## config.mk

```make
export PLATFORM = sky130hd
export DESIGN_NAME = lmc_loop_ctrl
export DESIGN_NICKNAME = d
export VERILOG_FILES = /design/src/hw/lmc_loop_ctrl.v /design/src/hw/lmc_tracker.v
export VERILOG_INCLUDE_DIRS = /design/src /design/src/hw
export SDC_FILE = /design/constraint.sdc
export NUM_CORES = 1
export LEC_CHECK = 0
export ABC_AREA = 1
export BUFFER_PORTS_ARGS = -buffer_cell sky130_fd_sc_hd__buf_2
export CAP_MARGIN = 20
export CORE_MARGIN = 2
export CORE_UTILIZATION = 25
export CTS_CLUSTER_DIAMETER = 60
export CTS_CLUSTER_SIZE = 40
export DETAILED_ROUTE_END_ITERATION = 12
export GPL_ROUTABILITY_DRIVEN = 0
export PLACE_DENSITY = 0.43
export SYNTH_ARGS = -nofsm -noshare
export SYNTH_HDL_FRONTEND = slang
export SYNTH_SLANG_ARGS = --single-unit
```

## constraint.sdc

```tcl
create_clock -name clk_i -period 12.6 [get_ports clk_i]
set_clock_uncertainty 0.2 [all_clocks]
set_input_delay 0.63 -clock clk_i [delete_from_list [all_inputs] [get_ports clk_i]]
set_output_delay 0.63 -clock clk_i [all_outputs]
set_load 0.01 [all_outputs]
```

## src/hw/lmc_consts.vh

```
// Constants for the resonant actuator loop mode control
`ifndef LMC_CONSTS_VH
`define LMC_CONSTS_VH
`define LMC_ADDR_W          8
`define LMC_ADDR_TYPE       8'h1A
`define LMC_ADDR_AUTO_OL    8'h1F
`define LMC_ADDR_OL_PERIOD  8'h20
`define LMC_ADDR_PERIOD     8'h22
`define LMC_ADDR_DRIVE      8'h30
`define LMC_ADDR_STATUS     8'h31
`define LMC_BIT_TYPE        7
`define LMC_BIT_BOOST       7
`define LMC_BIT_AUTO_OL     5
`define LMC_AUTO_CNT_HI     3
`define LMC_AUTO_CNT_LO     2
`define LMC_RST_TYPE        8'h00
`define LMC_RST_AUTO_OL     8'h00
`define LMC_RST_OL_PERIOD   8'h33
`define LMC_RST_DRIVE       8'h13
`define LMC_RST_ZC          2'h1
`define LMC_UNIT_NS         98490
`define LMC_CLK_NS          25
`define LMC_UNIT_CYC        ((`LMC_UNIT_NS) / (`LMC_CLK_NS))
`define LMC_DRV_UNIT_CYC    16'h0FA0
`define LMC_ZC_UNIT_CYC     16'h0FA0
`define LMC_PER_MAX         16'hFFFF
`define LMC_BOOST_CYC       8'h40
// Nearest whole clock to half of one 98.49 us period unit
`define LMC_OL_HALF_CYC     16'h07B2
`define LMC_DRV_HI          4
`define LMC_DRV_LO          0
`define LMC_ZC_HI           6
`define LMC_ZC_LO           5
`endif

```

## src/hw/lmc_loop_ctrl.v

```verilog
// Loop mode control: resonance tracking, open-loop fallback, overdrive and brake
//
// Strobed register access and the register offsets were chosen for this implementation.
`include "lmc_consts.vh"
module lmc_loop_ctrl
(
   input  wire        clk_i,
   input  wire        resetn_i,
   input  wire [7:0]  addr_i,
   input  wire [7:0]  wdata_i,
   input  wire        wr_i,
   input  wire        rd_i,
   output reg  [7:0]  rdata_o,
   input  wire        wave_active_i,
   input  wire        zc_i,
   input  wire        bemf_valid_i,
   output reg         drive_phase_o,
   output reg         drive_en_o,
   output reg         overdrive_o,
   output reg         brake_o,
   output reg         gain_boost_o,
   output reg         lra_mode_o,
   output reg         open_loop_o,
   output reg         synced_o
);
   localparam ST_IDLE  = 4'b0001;
   localparam ST_CLOSE = 4'b0010;
   localparam ST_OPEN  = 4'b0100;
   localparam ST_BRAKE = 4'b1000;

   reg [7:0]  reg_type;
   reg [7:0]  reg_auto;
   reg [7:0]  reg_olp;
   reg [7:0]  reg_drive;
   reg [3:0]  state;
   reg        latched_ol;
   reg [1:0]  unsync_cnt;
   reg [23:0] ph_cnt;
   reg [23:0] ph_limit;
   reg [7:0]  boost_cnt;
   reg        wave_q;
   reg        next_phase_tick;
   reg        next_cycle_tick;
   reg [23:0] drv_units;
   reg [23:0] zc_units;
   reg [23:0] fall_half;
   wire       locked;
   wire [15:0] half_period;
   wire       is_lra;
   wire       start;

   // Clock cycles in n timing units
   function [23:0] mul_units;
      input [7:0]  n;
      input [15:0] unit;
      begin
         mul_units = n * unit;
      end
   endfunction

   // Tracker runs on every waveform, fed straight from back-EMF
   lmc_tracker u_trk
   (
      .clk_i         (clk_i),
      .resetn_i      (resetn_i),
      .run_i         (wave_active_i),
      .zc_i          (zc_i),
      .bemf_valid_i  (bemf_valid_i),
      .locked_o      (locked),
      .half_period_o (half_period)
   );

   assign is_lra = reg_type[`LMC_BIT_TYPE];
   assign start  = wave_active_i & ~wave_q;

   // Register port
   always @(posedge clk_i or negedge resetn_i)
   begin
      if (!resetn_i)
      begin
         reg_type  <= `LMC_RST_TYPE;
         reg_auto  <= `LMC_RST_AUTO_OL;
         reg_olp   <= `LMC_RST_OL_PERIOD;
         reg_drive <= `LMC_RST_DRIVE;
         rdata_o   <= 8'h00;
      end
      else
      begin
         if (wr_i)
         begin
            if (addr_i == `LMC_ADDR_TYPE)
               reg_type <= wdata_i;
            else if (addr_i == `LMC_ADDR_AUTO_OL)
               reg_auto <= wdata_i;
            else if (addr_i == `LMC_ADDR_OL_PERIOD)
               reg_olp <= {1'b0, wdata_i[6:0]};
            else if (addr_i == `LMC_ADDR_DRIVE)
               reg_drive <= wdata_i;
         end
         if (rd_i)
         begin
            if (addr_i == `LMC_ADDR_TYPE)
               rdata_o <= reg_type;
            else if (addr_i == `LMC_ADDR_AUTO_OL)
               rdata_o <= reg_auto;
            else if (addr_i == `LMC_ADDR_OL_PERIOD)
               rdata_o <= reg_olp;
            else if (addr_i == `LMC_ADDR_PERIOD)
               rdata_o <= half_period[15:8];
            else if (addr_i == `LMC_ADDR_DRIVE)
               rdata_o <= reg_drive;
            else if (addr_i == `LMC_ADDR_STATUS)
               rdata_o <= {4'h0, latched_ol, synced_o, unsync_cnt};
            else
               rdata_o <= 8'h00;
         end
         else
            rdata_o <= 8'h00;
      end
   end

   // Open-loop half period select
   always @*
   begin
      drv_units = mul_units({3'h0, reg_drive[`LMC_DRV_HI:`LMC_DRV_LO]}, `LMC_DRV_UNIT_CYC);
      zc_units  = mul_units({6'h00, reg_drive[`LMC_ZC_HI:`LMC_ZC_LO]}, `LMC_ZC_UNIT_CYC);
      // A zero-cross window as long as the drive time would wrap the count
      if (drv_units > zc_units)
         fall_half = drv_units - zc_units;
      else
         fall_half = {8'h00, `LMC_DRV_UNIT_CYC};
      if (latched_ol)
         ph_limit = mul_units(reg_olp, `LMC_OL_HALF_CYC);
      else
         ph_limit = fall_half;
      next_phase_tick = (ph_cnt + 24'h000001 >= ph_limit);
      // Miss timing uses a whole default cycle, two half periods
      next_cycle_tick = (ph_cnt + 24'h000001 >= {ph_limit[22:0], 1'b0});
   end

   // Mode state machine
   always @(posedge clk_i or negedge resetn_i)
   begin
      if (!resetn_i)
      begin
         state        <= ST_IDLE;
         wave_q       <= 1'b0;
         latched_ol   <= 1'b0;
         unsync_cnt   <= 2'h0;
         ph_cnt       <= 24'h000000;
         boost_cnt    <= 8'h00;
         drive_phase_o <= 1'b0;
         drive_en_o   <= 1'b0;
         overdrive_o  <= 1'b0;
         brake_o      <= 1'b0;
         gain_boost_o <= 1'b0;
         lra_mode_o   <= 1'b0;
         open_loop_o  <= 1'b0;
         synced_o     <= 1'b0;
      end
      else
      begin
         wave_q     <= wave_active_i;
         lra_mode_o <= is_lra;
         if (start)
         begin
            unsync_cnt <= 2'h0;
            latched_ol <= 1'b0;
            boost_cnt  <= `LMC_BOOST_CYC;
         end
         else if (boost_cnt != 8'h00)
            boost_cnt <= boost_cnt - 8'h01;
         case (state)
            ST_IDLE:
            begin
               // Idle holds every drive output off except drive_phase_o, which keeps its last level
               drive_en_o   <= 1'b0;
               brake_o      <= 1'b0;
               overdrive_o  <= 1'b0;
               gain_boost_o <= 1'b0;
               synced_o     <= 1'b0;
               ph_cnt       <= 24'h000000;
               if (wave_active_i)
                  state <= ST_CLOSE;
            end
            ST_CLOSE:
            begin
               drive_en_o   <= 1'b1;
               overdrive_o  <= 1'b1;
               gain_boost_o <= reg_auto[`LMC_BIT_BOOST] && (boost_cnt != 8'h00);
               synced_o     <= is_lra & locked;
               if (!wave_active_i)
               begin
                  // Overdrive drops with the waveform so braking starts clean
                  overdrive_o <= 1'b0;
                  state       <= ST_BRAKE;
               end
               else if (is_lra && locked)
               begin
                  unsync_cnt <= 2'h0;
                  ph_cnt     <= 24'h000000;
               end
               else if (is_lra && reg_auto[`LMC_BIT_AUTO_OL])
               begin
                  // Unlocked time is counted in default drive cycles
                  if (next_cycle_tick)
                  begin
                     ph_cnt <= 24'h000000;
                     if (unsync_cnt == reg_auto[`LMC_AUTO_CNT_HI:`LMC_AUTO_CNT_LO])
                     begin
                        // One-way: no path back until the next waveform
                        latched_ol <= 1'b1;
                        state      <= ST_OPEN;
                     end
                     else
                        unsync_cnt <= unsync_cnt + 2'h1;
                  end
                  else
                     ph_cnt <= ph_cnt + 24'h000001;
               end
               else if (is_lra && !bemf_valid_i)
               begin
                  ph_cnt <= 24'h000000;
                  state  <= ST_OPEN;
               end
            end
            ST_OPEN:
            begin
               drive_en_o   <= 1'b1;
               open_loop_o  <= 1'b1;
               synced_o     <= 1'b0;
               gain_boost_o <= 1'b0;
               overdrive_o  <= ~latched_ol;
               if (next_phase_tick)
               begin
                  ph_cnt        <= 24'h000000;
                  drive_phase_o <= ~drive_phase_o;
               end
               else
                  ph_cnt <= ph_cnt + 24'h000001;
               if (!wave_active_i)
               begin
                  open_loop_o <= 1'b0;
                  overdrive_o <= 1'b0;
                  // No brake after auto open loop
                  if (latched_ol)
                     state <= ST_IDLE;
                  else
                     state <= ST_BRAKE;
               end
               else if (!latched_ol && bemf_valid_i)
               begin
                  open_loop_o <= 1'b0;
                  ph_cnt      <= 24'h000000;
                  state       <= ST_CLOSE;
               end
            end
            ST_BRAKE:
            begin
               overdrive_o  <= 1'b0;
               gain_boost_o <= 1'b0;
               synced_o     <= 1'b0;
               brake_o      <= 1'b1;
               drive_en_o   <= 1'b1;
               // Brake ends when back-EMF dies out
               if (wave_active_i)
               begin
                  brake_o <= 1'b0;
                  ph_cnt  <= 24'h000000;
                  state   <= ST_CLOSE;
               end
               else if (!bemf_valid_i)
               begin
                  brake_o    <= 1'b0;
                  drive_en_o <= 1'b0;
                  state      <= ST_IDLE;
               end
            end
            default:
               state <= ST_IDLE;
         endcase
         // Closed loop flips polarity at each crossing it trusts
         if (state == ST_CLOSE && zc_i && !(is_lra && !bemf_valid_i))
         begin
            drive_phase_o <= ~drive_phase_o;
         end
      end
   end
endmodule // lmc_loop_ctrl

```

## src/hw/lmc_tracker.v

```verilog
// Back-EMF zero-cross resonance tracker, needs no calibration
`include "lmc_consts.vh"
module lmc_tracker
(
   input  wire        clk_i,
   input  wire        resetn_i,
   input  wire        run_i,
   input  wire        zc_i,
   input  wire        bemf_valid_i,
   output reg         locked_o,
   output reg  [15:0] half_period_o
);
   reg [15:0] cnt;
   reg        seen;

   always @(posedge clk_i or negedge resetn_i)
   begin
      if (!resetn_i)
      begin
         cnt           <= 16'h0000;
         seen          <= 1'b0;
         locked_o      <= 1'b0;
         half_period_o <= 16'h0000;
      end
      else if (!run_i || !bemf_valid_i)
      begin
         cnt      <= 16'h0000;
         seen     <= 1'b0;
         locked_o <= 1'b0;
      end
      else if (zc_i)
      begin
         // Lock after one half cycle, then follow every crossing
         if (seen)
         begin
            half_period_o <= cnt;
            locked_o      <= 1'b1;
         end
         seen <= 1'b1;
         cnt  <= 16'h0001;
      end
      else if (cnt != `LMC_PER_MAX)
      begin
         cnt <= cnt + 16'h0001;
      end
   end
endmodule // lmc_tracker

```

Word-level counts from Yosys, hierarchy flattened
Cells that the tools add are included.
{"block": "totals", "input_bits": 23, "regBits": 121, "elab_cells": 172}
{"block": "op_classes", "add_sub_neg": 5, "bitwise_logic": 9, "order_cmp": 3, "eq_ne": 22, "mul": 3, "mux": 71, "reduce_logical": 36}
{"operator": "$mux W24", "count": 11}
{"operator": "$pmux W24 S4", "count": 1}
{"operator": "$mux W8", "count": 8}
{"operator": "$mux W4", "count": 13}
{"operator": "$ge A24 B24 Y1", "count": 2}
{"operator": "$mux W16", "count": 3}
{"operator": "$eq A8 B6 Y1 const B", "count": 4}
{"operator": "$add A24 B1 Y24 const B", "count": 1}
{"operator": "$mux W1", "count": 22}
{"operator": "$sub A17 B14 Y18", "count": 1}
{"operator": "$gt A17 B14 Y1", "count": 1}
{"operator": "$mul A7 B10 Y17 const B", "count": 1}
{"operator": "$add A16 B1 Y16 const B", "count": 1}
{"operator": "$eq A8 B5 Y1 const B", "count": 2}
{"operator": "$ne A16 B16 Y1 const B", "count": 1}
{"operator": "$pmux W4 S4", "count": 1}
{"operator": "$mux W2", "count": 7}
{"operator": "$reduce_bool A2 Y1", "count": 7}
{"operator": "$mul A5 B7 Y12 const B", "count": 1}
{"operator": "$mul A2 B7 Y9 const B", "count": 1}
{"operator": "$ne A3 B3 Y1 const B", "count": 3}
{"operator": "$reduce_bool A3 Y1", "count": 3}
{"operator": "$ne A4 B3 Y1 const B", "count": 2}
{"operator": "$ne A4 B4 Y1 const B", "count": 2}
{"operator": "24 further kinds", "count": 50}

Longest topological paths before layout
Gate-level depths: netlist (run 1).
{"block": "depth", "depth_word": 10, "depth_mapped": 36, "depth_no_buf": 36}

By module
From an unflattened synthesis (run 1), not the netlist that was laid out.
{"block": "unflattened", "hier_cells": 1443, "area_unflattened_um2": 10465.0}
{"module": "lmc_loop_ctrl", "seq_area_each_um2": 2187.1, "cells_per_inst": 1245, "area_each_um2": 8824.7, "n_inst": 1}
{"module": "lmc_tracker", "seq_area_each_um2": 850.8, "cells_per_inst": 198, "area_each_um2": 1640.3, "n_inst": 1}

Worst setup path before layout (run 1)
Ideal clock, no wire load.
{"block": "synth_path", "kind": "reg2reg", "startpoint": "reg reg_drive[4]", "endpoint": "reg ph_cnt[6]", "stages_incl_launch_ff": 33, "period_less_slack_ns": 6.085, "arrival_time_ns": 5.769, "path_buffers": 1, "slack_ns": 6.515, "required_time_ns": 12.284, "setup_time_ns": 0.116, "path_cell_list": "dfstp_2 fa_1 fa_1 inv_1 fa_1 inv_1 ha_1 or2_4 nand2_1 xnor2_1 ha_1 nand2_1 nor2_1 nand3_1 nand3_2 nand2_2 nand3_4 nand2_1 inv_1 nand3_1 ha_1 nand2_1 inv_1 nand3_1 nor3_1 nand2_1 o21ai_1 inv_2 buf_2 nand4_1 o21ai_2 nand2_1 nand2_1"}
{"block": "synth_between", "elab_chain_len": 10, "word_cells_on_any_way": 15}
{"element": "from (decl)", "line": "lmc_loop_ctrl.v:34", "source": "reg [7:0] reg_drive;"}
{"element": "from (signal assigned)", "line": "lmc_loop_ctrl.v:84", "source": "reg_drive <= `LMC_RST_DRIVE;"}
{"element": "from (signal assigned)", "line": "lmc_loop_ctrl.v:98", "source": "reg_drive <= wdata_i;"}
{"element": "$mul A5 B7 Y12 (*)", "line": "lmc_loop_ctrl.v:57", "source": "mul_units = n * unit;"}
{"element": "$sub A17 B14 Y18 or $gt A17 B14 Y1 (tied branches)", "line": "lmc_loop_ctrl.v:129, lmc_loop_ctrl.v:128"}
{"element": "$mux W24 (*)", "line": "lmc_loop_ctrl.v:128", "source": "if (drv_units > zc_units)"}
{"element": "$mux W24 (*)", "line": "lmc_loop_ctrl.v:132", "source": "if (latched_ol)"}
{"element": "$ge A24 B24 Y1", "line": "lmc_loop_ctrl.v:138", "source": "next_cycle_tick = (ph_cnt + 24'h000001 >= {ph_limit[22:0], 1'b0});"}
{"element": "$mux W24", "line": "lmc_loop_ctrl.v:206", "source": "if (next_cycle_tick)"}
{"element": "$mux W24", "line": "lmc_loop_ctrl.v:203", "source": "else if (is_lra && reg_auto[`LMC_BIT_AUTO_OL])"}
{"element": "$mux W24", "line": "lmc_loop_ctrl.v:198", "source": "else if (is_lra && locked)"}
{"element": "$mux W24", "line": "lmc_loop_ctrl.v:192", "source": "if (!wave_active_i)"}
{"element": "$pmux W24 S4 (*)", "line": "lmc_loop_ctrl.v:173", "source": "case (state)"}
{"element": "to (signal assigned)", "line": "lmc_loop_ctrl.v:219", "source": "ph_cnt <= ph_cnt + 24'h000001;"}
{"element": "to (signal assigned)", "line": "lmc_loop_ctrl.v:240", "source": "ph_cnt <= ph_cnt + 24'h000001;"}
{"element": "to (decl)", "line": "lmc_loop_ctrl.v:38", "source": "reg [23:0] ph_cnt;"}
Every way passes the cells marked *; elsewhere a longest branch is shown, timed or not. The select of a mux whose other input is x is not followed.
A chain may end at the register's enable or synchronous reset.

Worst setup path after layout (run 1)
{"block": "layout_path", "startpoint": "reg reg_drive[4]", "endpoint": "reg state[1]"}
{"block": "layout_between", "elab_chain_len": 7, "word_cells_on_any_way": 8}
{"element": "$mul A5 B7 Y12 (*)", "line": "lmc_loop_ctrl.v:57"}
{"element": "$sub A17 B14 Y18 or $gt A17 B14 Y1 (tied branches)", "line": "lmc_loop_ctrl.v:129, lmc_loop_ctrl.v:128"}
{"element": "$mux W24 (*)", "line": "lmc_loop_ctrl.v:128"}
{"element": "$mux W24 (*)", "line": "lmc_loop_ctrl.v:132"}
{"element": "$ge A24 B24 Y1 (*)", "line": "lmc_loop_ctrl.v:138"}
{"element": "$ne A4 B4 Y1 (no line) (*)"}
{"element": "$reduce_and A7 Y1 (no line) (*)"}
{"element": "to (signal assigned)", "line": "lmc_loop_ctrl.v:146", "source": "state <= ST_IDLE;"}
{"element": "to (signal assigned)", "line": "lmc_loop_ctrl.v:184", "source": "state <= ST_CLOSE;"}
{"element": "to (signal assigned)", "line": "lmc_loop_ctrl.v:196", "source": "state <= ST_BRAKE;"}
{"element": "to (decl)", "line": "lmc_loop_ctrl.v:35", "source": "reg [3:0] state;"}
Every way passes the cells marked *; elsewhere a longest branch is shown, timed or not.

==> results.py, run 1 <==
metrics = {
    "die": {
        "dieWidth_microns": 204,
        "start_util_pct": 25.2,
        "row_count": 73,
        "ioPinCount": 39,
        "core_sq_um": 39500,
        "die_area_sq_um": 41500,
        "die_y_microns": 204,
    },
    "power_and_ir_drop": {
        "p_sw_uw": 565,
        "swShare_pct": 38.1,
        "p_int_uw": 917,
        "power.density_nw_per_um2": 131,
        "p_comb_share_pct": 36.5,
        "pwr-share-clk_pct": 35.0,
        "peakVddDrop_v": 0.000103,
        "p_leak_nw": 5.72,
        "seqPwrFrac_pct": 28.5,
    },
    "outcome": {
        "outcome": "finished, final reports clean",
    },
    "critical_path": {
        "cp_common_cell": "nand2_1",
        "rr_endpoint": "state[1]",
        "timing.rr.start": "reg_drive[4]",
        "reg2regPathDepth": 31,
        "worst_path_largest_cell_delay_ps": 630,
        "r2r_slack_ps": 5590,
        "slowest_stage": "dfstp_2",
        "crit_arrival_ps": 7140,
        "cp.required_ps": 12730,
        "critPathCaptureType": "register",
        "path_class": "reg -> reg",
        "startpoint_type": "register",
        "worstPathMaxFanout": 26,
    },
    "sta": {
        "max_freq_ghz": 0.143,
        "rsz0062_at_grt": "no",
        "finalWorstSetupSlack_ps": 5590,
        "slew_viol_final": 0,
        "tightestPinTransition_ps": 939,
        "holdWs_ps": 0.124,
        "setup_viol": 0,
        "hold_viol_final": 0,
        "period_needed_ps": 7010,
        "post-route-period-util_pct": 55.6,
        "setup_tns_ps": 0,
        "max-slew-margin-rel_pct": 36.9,
    },
    "synthesis": {
        "synth_seq_area_share_pct": 28.5,
        "netlist_instances": 1311,
        "synth_seq_cells": 113,
        "synth_area_sq_um": 9970,
        "syn_area_per_cell_sq_um": 7.60,
        "synth_enable_flop_cells": 0,
        "synth_cell_types": 57,
        "ys_async_sr_fraction_pct": 100,
        "ys.flop_type": "dfrtp_1",
        "synth_nets": 1475,
        "yosysWarningCount": 0,
    },
    "global_route": {
        "grt_pass1_wl_microns": 45200,
        "grt_overflow_total": 0,
        "grt_max_degree": 70,
        "track_usage_pct": 13.8,
        "grt_pass1_vias": 8659,
        "antenna_found_initial": 0,
    },
    "finish": {
        "diodes": 0,
        "final_cell_mix": "321 x nand2_1, 222 x inv_1, 111 x ha_1",
        "area_delta_synth_final_pct": 13.8,
        "layout.nets": 1514,
        "final_common_cell": "nand2_1",
        "final_area_sq_um": 11300,
        "drive_gt1_share_pct": 11.2,
    },
    "detailed_routing": {
        "wl_microns": 26900,
        "wl_per_cell_microns": 14.2,
        "drc": 0,
        "drtPass1Iterations": 5,
        "drt-initial-drc-count": 425,
        "drtAntennaViolNets": 0,
        "vias": 8440,
        "viasPerCell": 4.47,
    },
    "cts": {
        "post_cts_resized": 0,
        "numCtsBuffers": 17,
        "clk_path_buf_depth": 2,
        "clk_latency_ps": 440,
        "cts_tree": "built",
        "cts_setup_buffers": 0,
        "cts.htree.levels": 4,
        "cts-root-buf": "clkbuf_16",
        "clk_pin_slew_ps": 60,
        "cts.sinks": 113,
        "ctsHoldBuffers": 0,
    },
    "worst_hold_path": {
        "hold_class": "in -> async",
    },
    "placed_design": {
        "dp_hpwl_microns": 20900,
        "placed_area_sq_um": 10700,
        "port-buffer-count": 38,
        "dpl_worst_slack_ps": 5540,
    },
    "job": {
        "max_cap_violations": 0,
    },
}
==> kinds of logic after synthesis <==
logic type	synth area share (%)
AND/OR/NAND/NOR	25.2
AO/OA/AOI/OAI	13.1
adder cells (fa/ha/maj)	20.0
buffers and inverters	10.1
flip-flops	28.5
XOR/XNOR	3.06
==> power groups by stage <==
stage          Clock [mW]  Combinational, mW  Sequential (mW)
2_1_floorplan           0              0.388            0.424
3_3_place_gp            0              0.545            0.430
3_5_place_dp            0              0.543            0.429
4_1_cts             0.533              0.546            0.423
5_1_grt             0.552              0.617            0.428
6_report            0.519              0.540            0.422
==> cells in the mapped netlist (all sizes together) (9+ instances only) <==
master	instances	share of area, %
nand2	334	13
inv	226	8.5
ha	111	14
dfrtp	105	26
o21ai	98	5.7
nor2	78	3.2
a21oi	59	3.0
nand3	47	2.9
nand4	42	2.8
nor3	35	2.0
fa	30	6.0
xor2	24	2.2
buf	14	1.1
a211oi	13	0.98
a31oi	13	0.82
or2	11	0.72
xnor2	10	0.88
clkbuf	9	0.38
==> how the worst max path moves through the flow <==
stage | from | end | slack [ps]
after global placement | reg_drive[4] | unsync_cnt[1] | 5550
final | reg_drive[4] | state[1] | 5590
after CTS | reg_drive[4] | state[1] | 5520
after floorplan | reg_drive[4] | ph_cnt[6] | 6510
after global routing | reg_drive[4] | ph_cnt[1] | 4920
after detailed placement | reg_drive[4] | unsync_cnt[0] | 5540
==> metrics by stage <==
stage          util [%]  std cells  total power [mW]
3_3_place_gp       27.1       1856             0.975
2_1_floorplan         -       1311             0.812
5_1_grt            28.7       1888              1.60
3_5_place_dp       27.1       1856             0.972
4_1_cts            28.7       1888              1.50
6_report           28.7       1888              1.48
==> final cells by class <==
cell class / instances / area (sq um)
multi-input cells: 946 / 6140
fillers: 4328 / 28200
flip-flops and latches: 113 / 2840
repair buffers: 43 / 230
inverters: 229 / 862
clock buffers: 21 / 460
well taps: 525 / 657
clock inverters: 11 / 163
==> state kept, by name (all words and copies together) (netlist names), 2 cells and up <==
register             count
u_trk.half_period_o      8
state                    4
ph_cnt                  24
unsync_cnt               2
rdata_o                  8
u_trk.cnt               16
reg_auto                 8
boost_cnt                8
reg_olp                  7
reg_type                 8
reg_drive                8
==> critical path: cells and delay by family (launching register included) <==
kind | cells | cell delay [ps]
adder cells (fa/ha/maj) | 6 | 2700
AND/OR/NAND/NOR | 17 | 2500
flip-flops | 1 | 630
buffers and inverters | 5 | 580
AO/OA/AOI/OAI | 2 | 220
XOR/XNOR | 1 | 70
==> layer usage <==
metal	part of all wire, %	track usage [%]
met1	50	18.4
met2	46	22.8
met3	2.8	2.40
met4	1.3	3.86
met5	0	0
(Power assumes the default switching activity.)
==> run 2: changes to the inputs <==
--- a/config.mk
+++ b/config.mk
@@ -15,7 +15,7 @@
 export CTS_CLUSTER_SIZE = 40
 export DETAILED_ROUTE_END_ITERATION = 12
 export GPL_ROUTABILITY_DRIVEN = 0
-export PLACE_DENSITY = 0.43
+export PLACE_DENSITY = 0.44
 export SYNTH_ARGS = -nofsm -noshare
 export SYNTH_HDL_FRONTEND = slang
 export SYNTH_SLANG_ARGS = --single-unit
==> constraint.sdc (replaced) <==
create_clock -name clk_i -period 6.1 [get_ports clk_i]
set_clock_uncertainty 0.2 [all_clocks]
set_input_delay 0.305 -clock clk_i [delete_from_list [all_inputs] [get_ports clk_i]]
set_output_delay 0.305 -clock clk_i [all_outputs]
set_load 0.01 [all_outputs]
==> results.py, run 2 (synthesis gave the netlist of run 1 again) <==
metrics = {
    "sta": {
        "slew_viol_final": 0,
        "max-slew-margin-rel_pct": 38.3,
        "finalWorstSetupSlack_ps": 58.0,
        "period_needed_ps": 6040,
        "max_freq_ghz": 0.166,
        "tightestPinTransition_ps": 919,
        "post-route-period-util_pct": 99.0,
        "hold_viol_final": 0,
        "setup_viol": 0,
        "rsz0062_at_grt": "yes",
    },
    "power_and_ir_drop": {
        "peakVddDrop_v": 0.000251,
        "p_leak_nw": 6.25,
        "power_mw": 3.38,
        "power.density_nw_per_um2": 271,
    },
    "critical_path": {
        "critPathCaptureType": "register",
        "crit_cells": 31,
        "critPathCapture": "ph_cnt[8]",
        "critPathLaunch": "reg_drive[4]",
        "cp.required_ps": 6220,
        "path_class": "reg -> reg",
        "path_buf_inv": 7,
        "rr_endpoint": "ph_cnt[8]",
        "timing.rr.start": "reg_drive[4]",
        "startpoint_type": "register",
        "slowest_stage": "dfstp_2",
        "worst_path_largest_cell_delay_ps": 540,
        "worstPathMaxFanout": 8,
        "reg2regPathDepth": 31,
        "crit_arrival_ps": 6170,
        "path_delay_family": "adder cells",
        "r2r_slack_ps": 60,
    },
    "finish": {
        "final_common_cell": "nand2_1",
        "final_cell_mix": "317 x nand2_1, 217 x inv_1, 107 x ha_1",
        "top_regs": "ph_cnt x24, u_trk.cnt x16",
        "regMostFlops": "ph_cnt",
        "largest_register_ffs": 24,
        "fillers": 4264,
        "area_delta_synth_final_pct": 25.1,
        "diodes": 0,
        "drive_gt1_share_pct": 19.8,
        "layout.nets": 1608,
    },
    "global_route": {
        "grt_pass1_wl_microns": 46600,
        "track_usage_pct": 14.2,
        "grt_overflow_total": 0,
        "grt_pass1_vias": 9015,
        "grt_max_degree": 68,
        "antenna_found_initial": 0,
    },
    "die": {
        "dieWidth_microns": 204,
        "die_y_microns": 204,
        "ioPinCount": 39,
        "core_sq_um": 39500,
        "start_util_pct": 25.2,
        "die_area_sq_um": 41500,
        "row_count": 73,
    },
    "cts": {
        "clk_latency_ps": 440,
        "cts.sinks": 113,
        "cts-root-buf": "clkbuf_16",
        "cts_tree": "built",
        "cts.htree.levels": 4,
        "numCtsBuffers": 17,
        "clk_pin_slew_ps": 60,
        "clk_path_buf_depth": 2,
    },
    "placed_design": {
        "dp_hpwl_microns": 21600,
        "dpl_worst_slack_ps": -181,
        "port-buffer-count": 38,
    },
    "detailed_routing": {
        "drtAntennaViolNets": 0,
        "wl_microns": 27900,
        "drtPass1Iterations": 5,
        "drc": 0,
        "drt-initial-drc-count": 493,
        "wl_per_cell_microns": 14.1,
        "vias": 8797,
        "viasPerCell": 4.44,
    },
    "job": {
        "max_cap_violations": 0,
    },
    "worst_hold_path": {
        "hold_class": "in -> reg",
    },
    "outcome": {
        "outcome": "finished, final reports clean",
    },
}
[run 2: cell types whose count changed in the layout (fill, tap and decap cells not counted), moves of 5 or more]
cell and change:
o21ai_0 -12, o21ai_1 +8, a21oi_2 +11, buf_4 +75, inv_1 -5, dlygate4sd3_1 +10
a21oi_1 -13
[run 2: worst min-delay path by stage]
stage	from	to	slack [ps]	cells after the start
4_1_cts	bemf_valid_i	u_trk.seen	5	3
5_1_grt	bemf_valid_i	u_trk.seen	40	3
6_report	bemf_valid_i	u_trk.seen	30	3
3_5_place_dp	boost_cnt[5]	boost_cnt[5]	250	1
2_1_floorplan	resetn_i	boost_cnt[0]	-190	0
3_3_place_gp	boost_cnt[5]	boost_cnt[5]	260	1
[run 2: final cells by class]
class / instances / area [sq um] / share of cell area, %
Clock inverter: 9 / 129 / 1.03
Timing Repair Buffer: 136 / 1040 / 8.34
Inverter: 229 / 872 / 7.00
Timing Repair inverter: 1 / 5.00 / 0.0401
Tap cell: 525 / 657 / 5.27
Clock buffer: 23 / 488 / 3.91
Sequential cell: 113 / 2840 / 22.8
Multi-Input combinational cell: 946 / 6440 / 51.6
[run 2: what timing repair did]
item,in CTS,in global routing
hold buffers,10,0
hold endpoints to repair,83,0
endpoints found under the setup margin,31,31
buffers inserted,2,5
pin swaps,9,33
resized for setup,25,59
gates cloned,2,1
[run 2: worst register-to-register path: cells and delay by family (launching register included)]
family                   cells  cell delay (ps)
flip-flops                   1              540
adder cells (fa/ha/maj)      6             2050
AO/OA/AOI/OAI                3              390
AND/OR/NAND/NOR             14             1720
buffers and inverters        7              860
XOR/XNOR                     1              140
[run 2: report_power, final]
part / total, mW / internal (mW) / switching (mW)
Clock: 1.06 / 0.683 / 0.376
Sequential: 0.866 / 0.820 / 0.0462
Combinational: 1.45 / 0.593 / 0.858
Total: 3.38 / 2.10 / 1.28
[run 2: routing by layer]
metal / wire length, microns / vias to the layer above / GRT usage [%] / share of wire, %
li1: - / 4565 / - / -
met2: 13300 / 126 / 24.1 / 48
met4: 437 / 0 / 4.69 / 1.6
met3: 878 / 20 / 2.09 / 3.1
met5: 0 / - / 0 / 0
met1: 13300 / 4086 / 18.5 / 48
[run 2: stage by stage]
stage               TNS, ps  hold slack, ps  instances  area (sq um)  util [%]
floorplan                 0            -191       1311          9970         -
global placement      -3320             256       1930         11300      28.6
detailed placement    -4450             253       1930         11300      28.6
CTS                       0            4.94       1976         12200      30.8
global route          -8340            40.7       1982         12500      31.5
finish                    0            32.3       1982         12500      31.5
==> run 3: changes to the inputs <==
--- a/config.mk
+++ b/config.mk
@@ -11,11 +11,12 @@
 export CAP_MARGIN = 20
 export CORE_MARGIN = 2
 export CORE_UTILIZATION = 25
-export CTS_CLUSTER_DIAMETER = 60
+export CTS_BUF_LIST = sky130_fd_sc_hd__clkbuf_16
 export CTS_CLUSTER_SIZE = 40
 export DETAILED_ROUTE_END_ITERATION = 12
 export GPL_ROUTABILITY_DRIVEN = 0
 export PLACE_DENSITY = 0.44
+export SLEW_MARGIN = 10
 export SYNTH_ARGS = -nofsm -noshare
 export SYNTH_HDL_FRONTEND = slang
 export SYNTH_SLANG_ARGS = --single-unit
==> results.py, run 3 (synthesis gave the netlist of run 1 again) <==
metrics = {
    "sta": {
        "tightestPinTransition_ps": 936,
        "period_needed_ps": 6040,
        "setup_viol": 0,
        "max-slew-margin-rel_pct": 37.1,
        "max_freq_ghz": 0.166,
        "hold_viol_final": 0,
        "setup_tns_ps": 0,
        "slew_viol_final": 0,
        "rsz0062_at_grt": "yes",
        "holdWs_ps": 35.6,
        "post-route-period-util_pct": 98.9,
    },
    "die": {
        "die_y_microns": 204,
        "dieWidth_microns": 204,
        "start_util_pct": 25.2,
        "ioPinCount": 39,
        "die_area_sq_um": 41500,
        "row_count": 73,
        "core_sq_um": 39500,
    },
    "power_and_ir_drop": {
        "power.density_nw_per_um2": 268,
        "peakVddDrop_v": 0.000250,
        "pwr-share-clk_pct": 30.3,
        "p_sw_mw": 1.28,
        "power_mw": 3.33,
        "seqPwrFrac_pct": 26.0,
        "p_int_mw": 2.04,
        "swShare_pct": 38.6,
        "p_comb_share_pct": 43.7,
        "p_leak_nw": 6.23,
    },
    "cts": {
        "clk_pin_slew_ps": 60,
        "cts.htree.levels": 4,
        "cts.sinks": 113,
        "cts-root-buf": "clkbuf_16",
        "clk_path_buf_depth": 2,
        "numCtsBuffers": 17,
        "clk_latency_ps": 440,
        "cts_tree": "built",
    },
    "finish": {
        "final_common_cell": "nand2_1",
        "largest_register_ffs": 24,
        "top_regs": "ph_cnt x24, u_trk.cnt x16",
        "final_cell_mix": "317 x nand2_1, 219 x inv_1, 107 x ha_1",
        "layout.nets": 1608,
        "diodes": 0,
        "area_delta_synth_final_pct": 24.7,
        "drive_gt1_share_pct": 19.5,
        "regMostFlops": "ph_cnt",
    },
    "critical_path": {
        "slowest_stage": "fa_2",
        "path_class": "reg -> reg",
        "crit_arrival_ps": 6150,
        "startpoint_type": "register",
        "worstPathMaxFanout": 8,
        "cp.required_ps": 6220,
        "path_buf_inv": 6,
        "critPathCaptureType": "register",
        "worst_path_largest_cell_delay_ps": 550,
        "path_delay_family": "adder cells",
    },
    "detailed_routing": {
        "viasPerCell": 4.41,
        "drt-initial-drc-count": 464,
        "drc": 0,
        "wl_per_cell_microns": 14.1,
        "wl_microns": 27900,
        "drtPass1Iterations": 5,
        "drtAntennaViolNets": 0,
        "vias": 8748,
    },
    "global_route": {
        "grt_overflow_total": 0,
        "grt_max_degree": 68,
        "antenna_found_initial": 0,
        "track_usage_pct": 14.2,
        "grt_pass1_wl_microns": 46600,
        "grt_pass1_vias": 9024,
    },
    "placed_design": {
        "dp_hpwl_microns": 21600,
        "port-buffer-count": 38,
    },
    "worst_hold_path": {
        "hold_class": "in -> reg",
    },
    "outcome": {
        "outcome": "finished, final reports clean",
    },
    "job": {
        "max_cap_violations": 0,
    },
}
-- run 3: cell types whose count changed in the layout (fill, tap and decap cells not counted), sizes merged --
| cell | change |
|---|---|
| clkbuf | -6 |
| inv | +2 |
| clkinv | +4 |
-- run 3: layout make-up --
| type | instances | area (sq um) |
|---|---|---|
| inverter | 229 | 872 |
| multi-input combinational | 946 | 6440 |
| sequential | 113 | 2840 |
| timing repair inverter | 1 | 5.00 |
| clock inverter | 15 | 151 |
| timing repair buffer | 136 | 1040 |
| tap | 525 | 657 |
| clock buffer | 17 | 425 |
| fill | 4269 | 27100 |
-- run 3: worst paths after layout --
check                                   from            to  slack (ps)  cells after the start
max in group asynchronous           resetn_i   reg_auto[1]        4160                      3
worst min register to register  boost_cnt[5]  boost_cnt[5]         270                      1
worst min-delay path            bemf_valid_i    u_trk.seen          40                      3
min in group asynchronous           resetn_i  boost_cnt[2]         340                      2
worst max register to register    reg_olp[1]      state[1]          60                     30
worst max-delay path              reg_olp[1]      state[1]          60                     30
-- run 3: stage by stage --
stage | area (sq um) | utilization (%) | setup slack [ps] | cells
final | 12400 | 31.4 | 64.8 | 1982
after global routing | 12400 | 31.4 | -312 | 1982
after CTS | 12100 | 30.7 | 3.18 | 1976
after detailed placement | 11300 | 28.6 | -181 | 1930
after global placement | 11300 | 28.6 | -141 | 1930
after floorplan | 9970 | - | 14.6 | 1311
-- run 3: layer usage --
metal | part of all wire, % | wire length [microns] | GRT usage (%) | up-vias
met2 | 47 | 13300 | 24.1 | 109
met3 | 2.6 | 720 | 2.09 | 19
li1 | - | - | - | 4562
met5 | 0 | 0 | 0 | -
met4 | 1.6 | 434 | 4.69 | 0
met1 | 48 | 13500 | 18.5 | 4058
-- run 3: worst reg2reg max path, delay by kind of cell (launching register included) --
family	cells	cell delay (ps)
compound gates	10	1220
fa+ha+maj	6	2590
buf+inv	6	500
flops	1	530
simple gates	8	880
-- run 3: power groups by stage --
| stage | registers [mW] | logic (mW) | clock network, mW |
|---|---|---|---|
| final | 0.866 | 1.45 | 1.01 |
| after global routing | 0.876 | 1.64 | 1.07 |
| after CTS | 0.867 | 1.32 | 1.04 |
| after detailed placement | 0.879 | 1.28 | 0 |
| after global placement | 0.879 | 1.27 | 0 |
| after floorplan | 0.876 | 0.800 | 0 |
-- run 3: what timing repair did --
item,CTS,global route
endpoints found under the setup margin,31,31
endpoints found under the hold margin,83,0
gates cloned,2,1
hold buffers,10,0
setup buffers,2,5
pin swaps,9,33
gates resized for setup,25,59
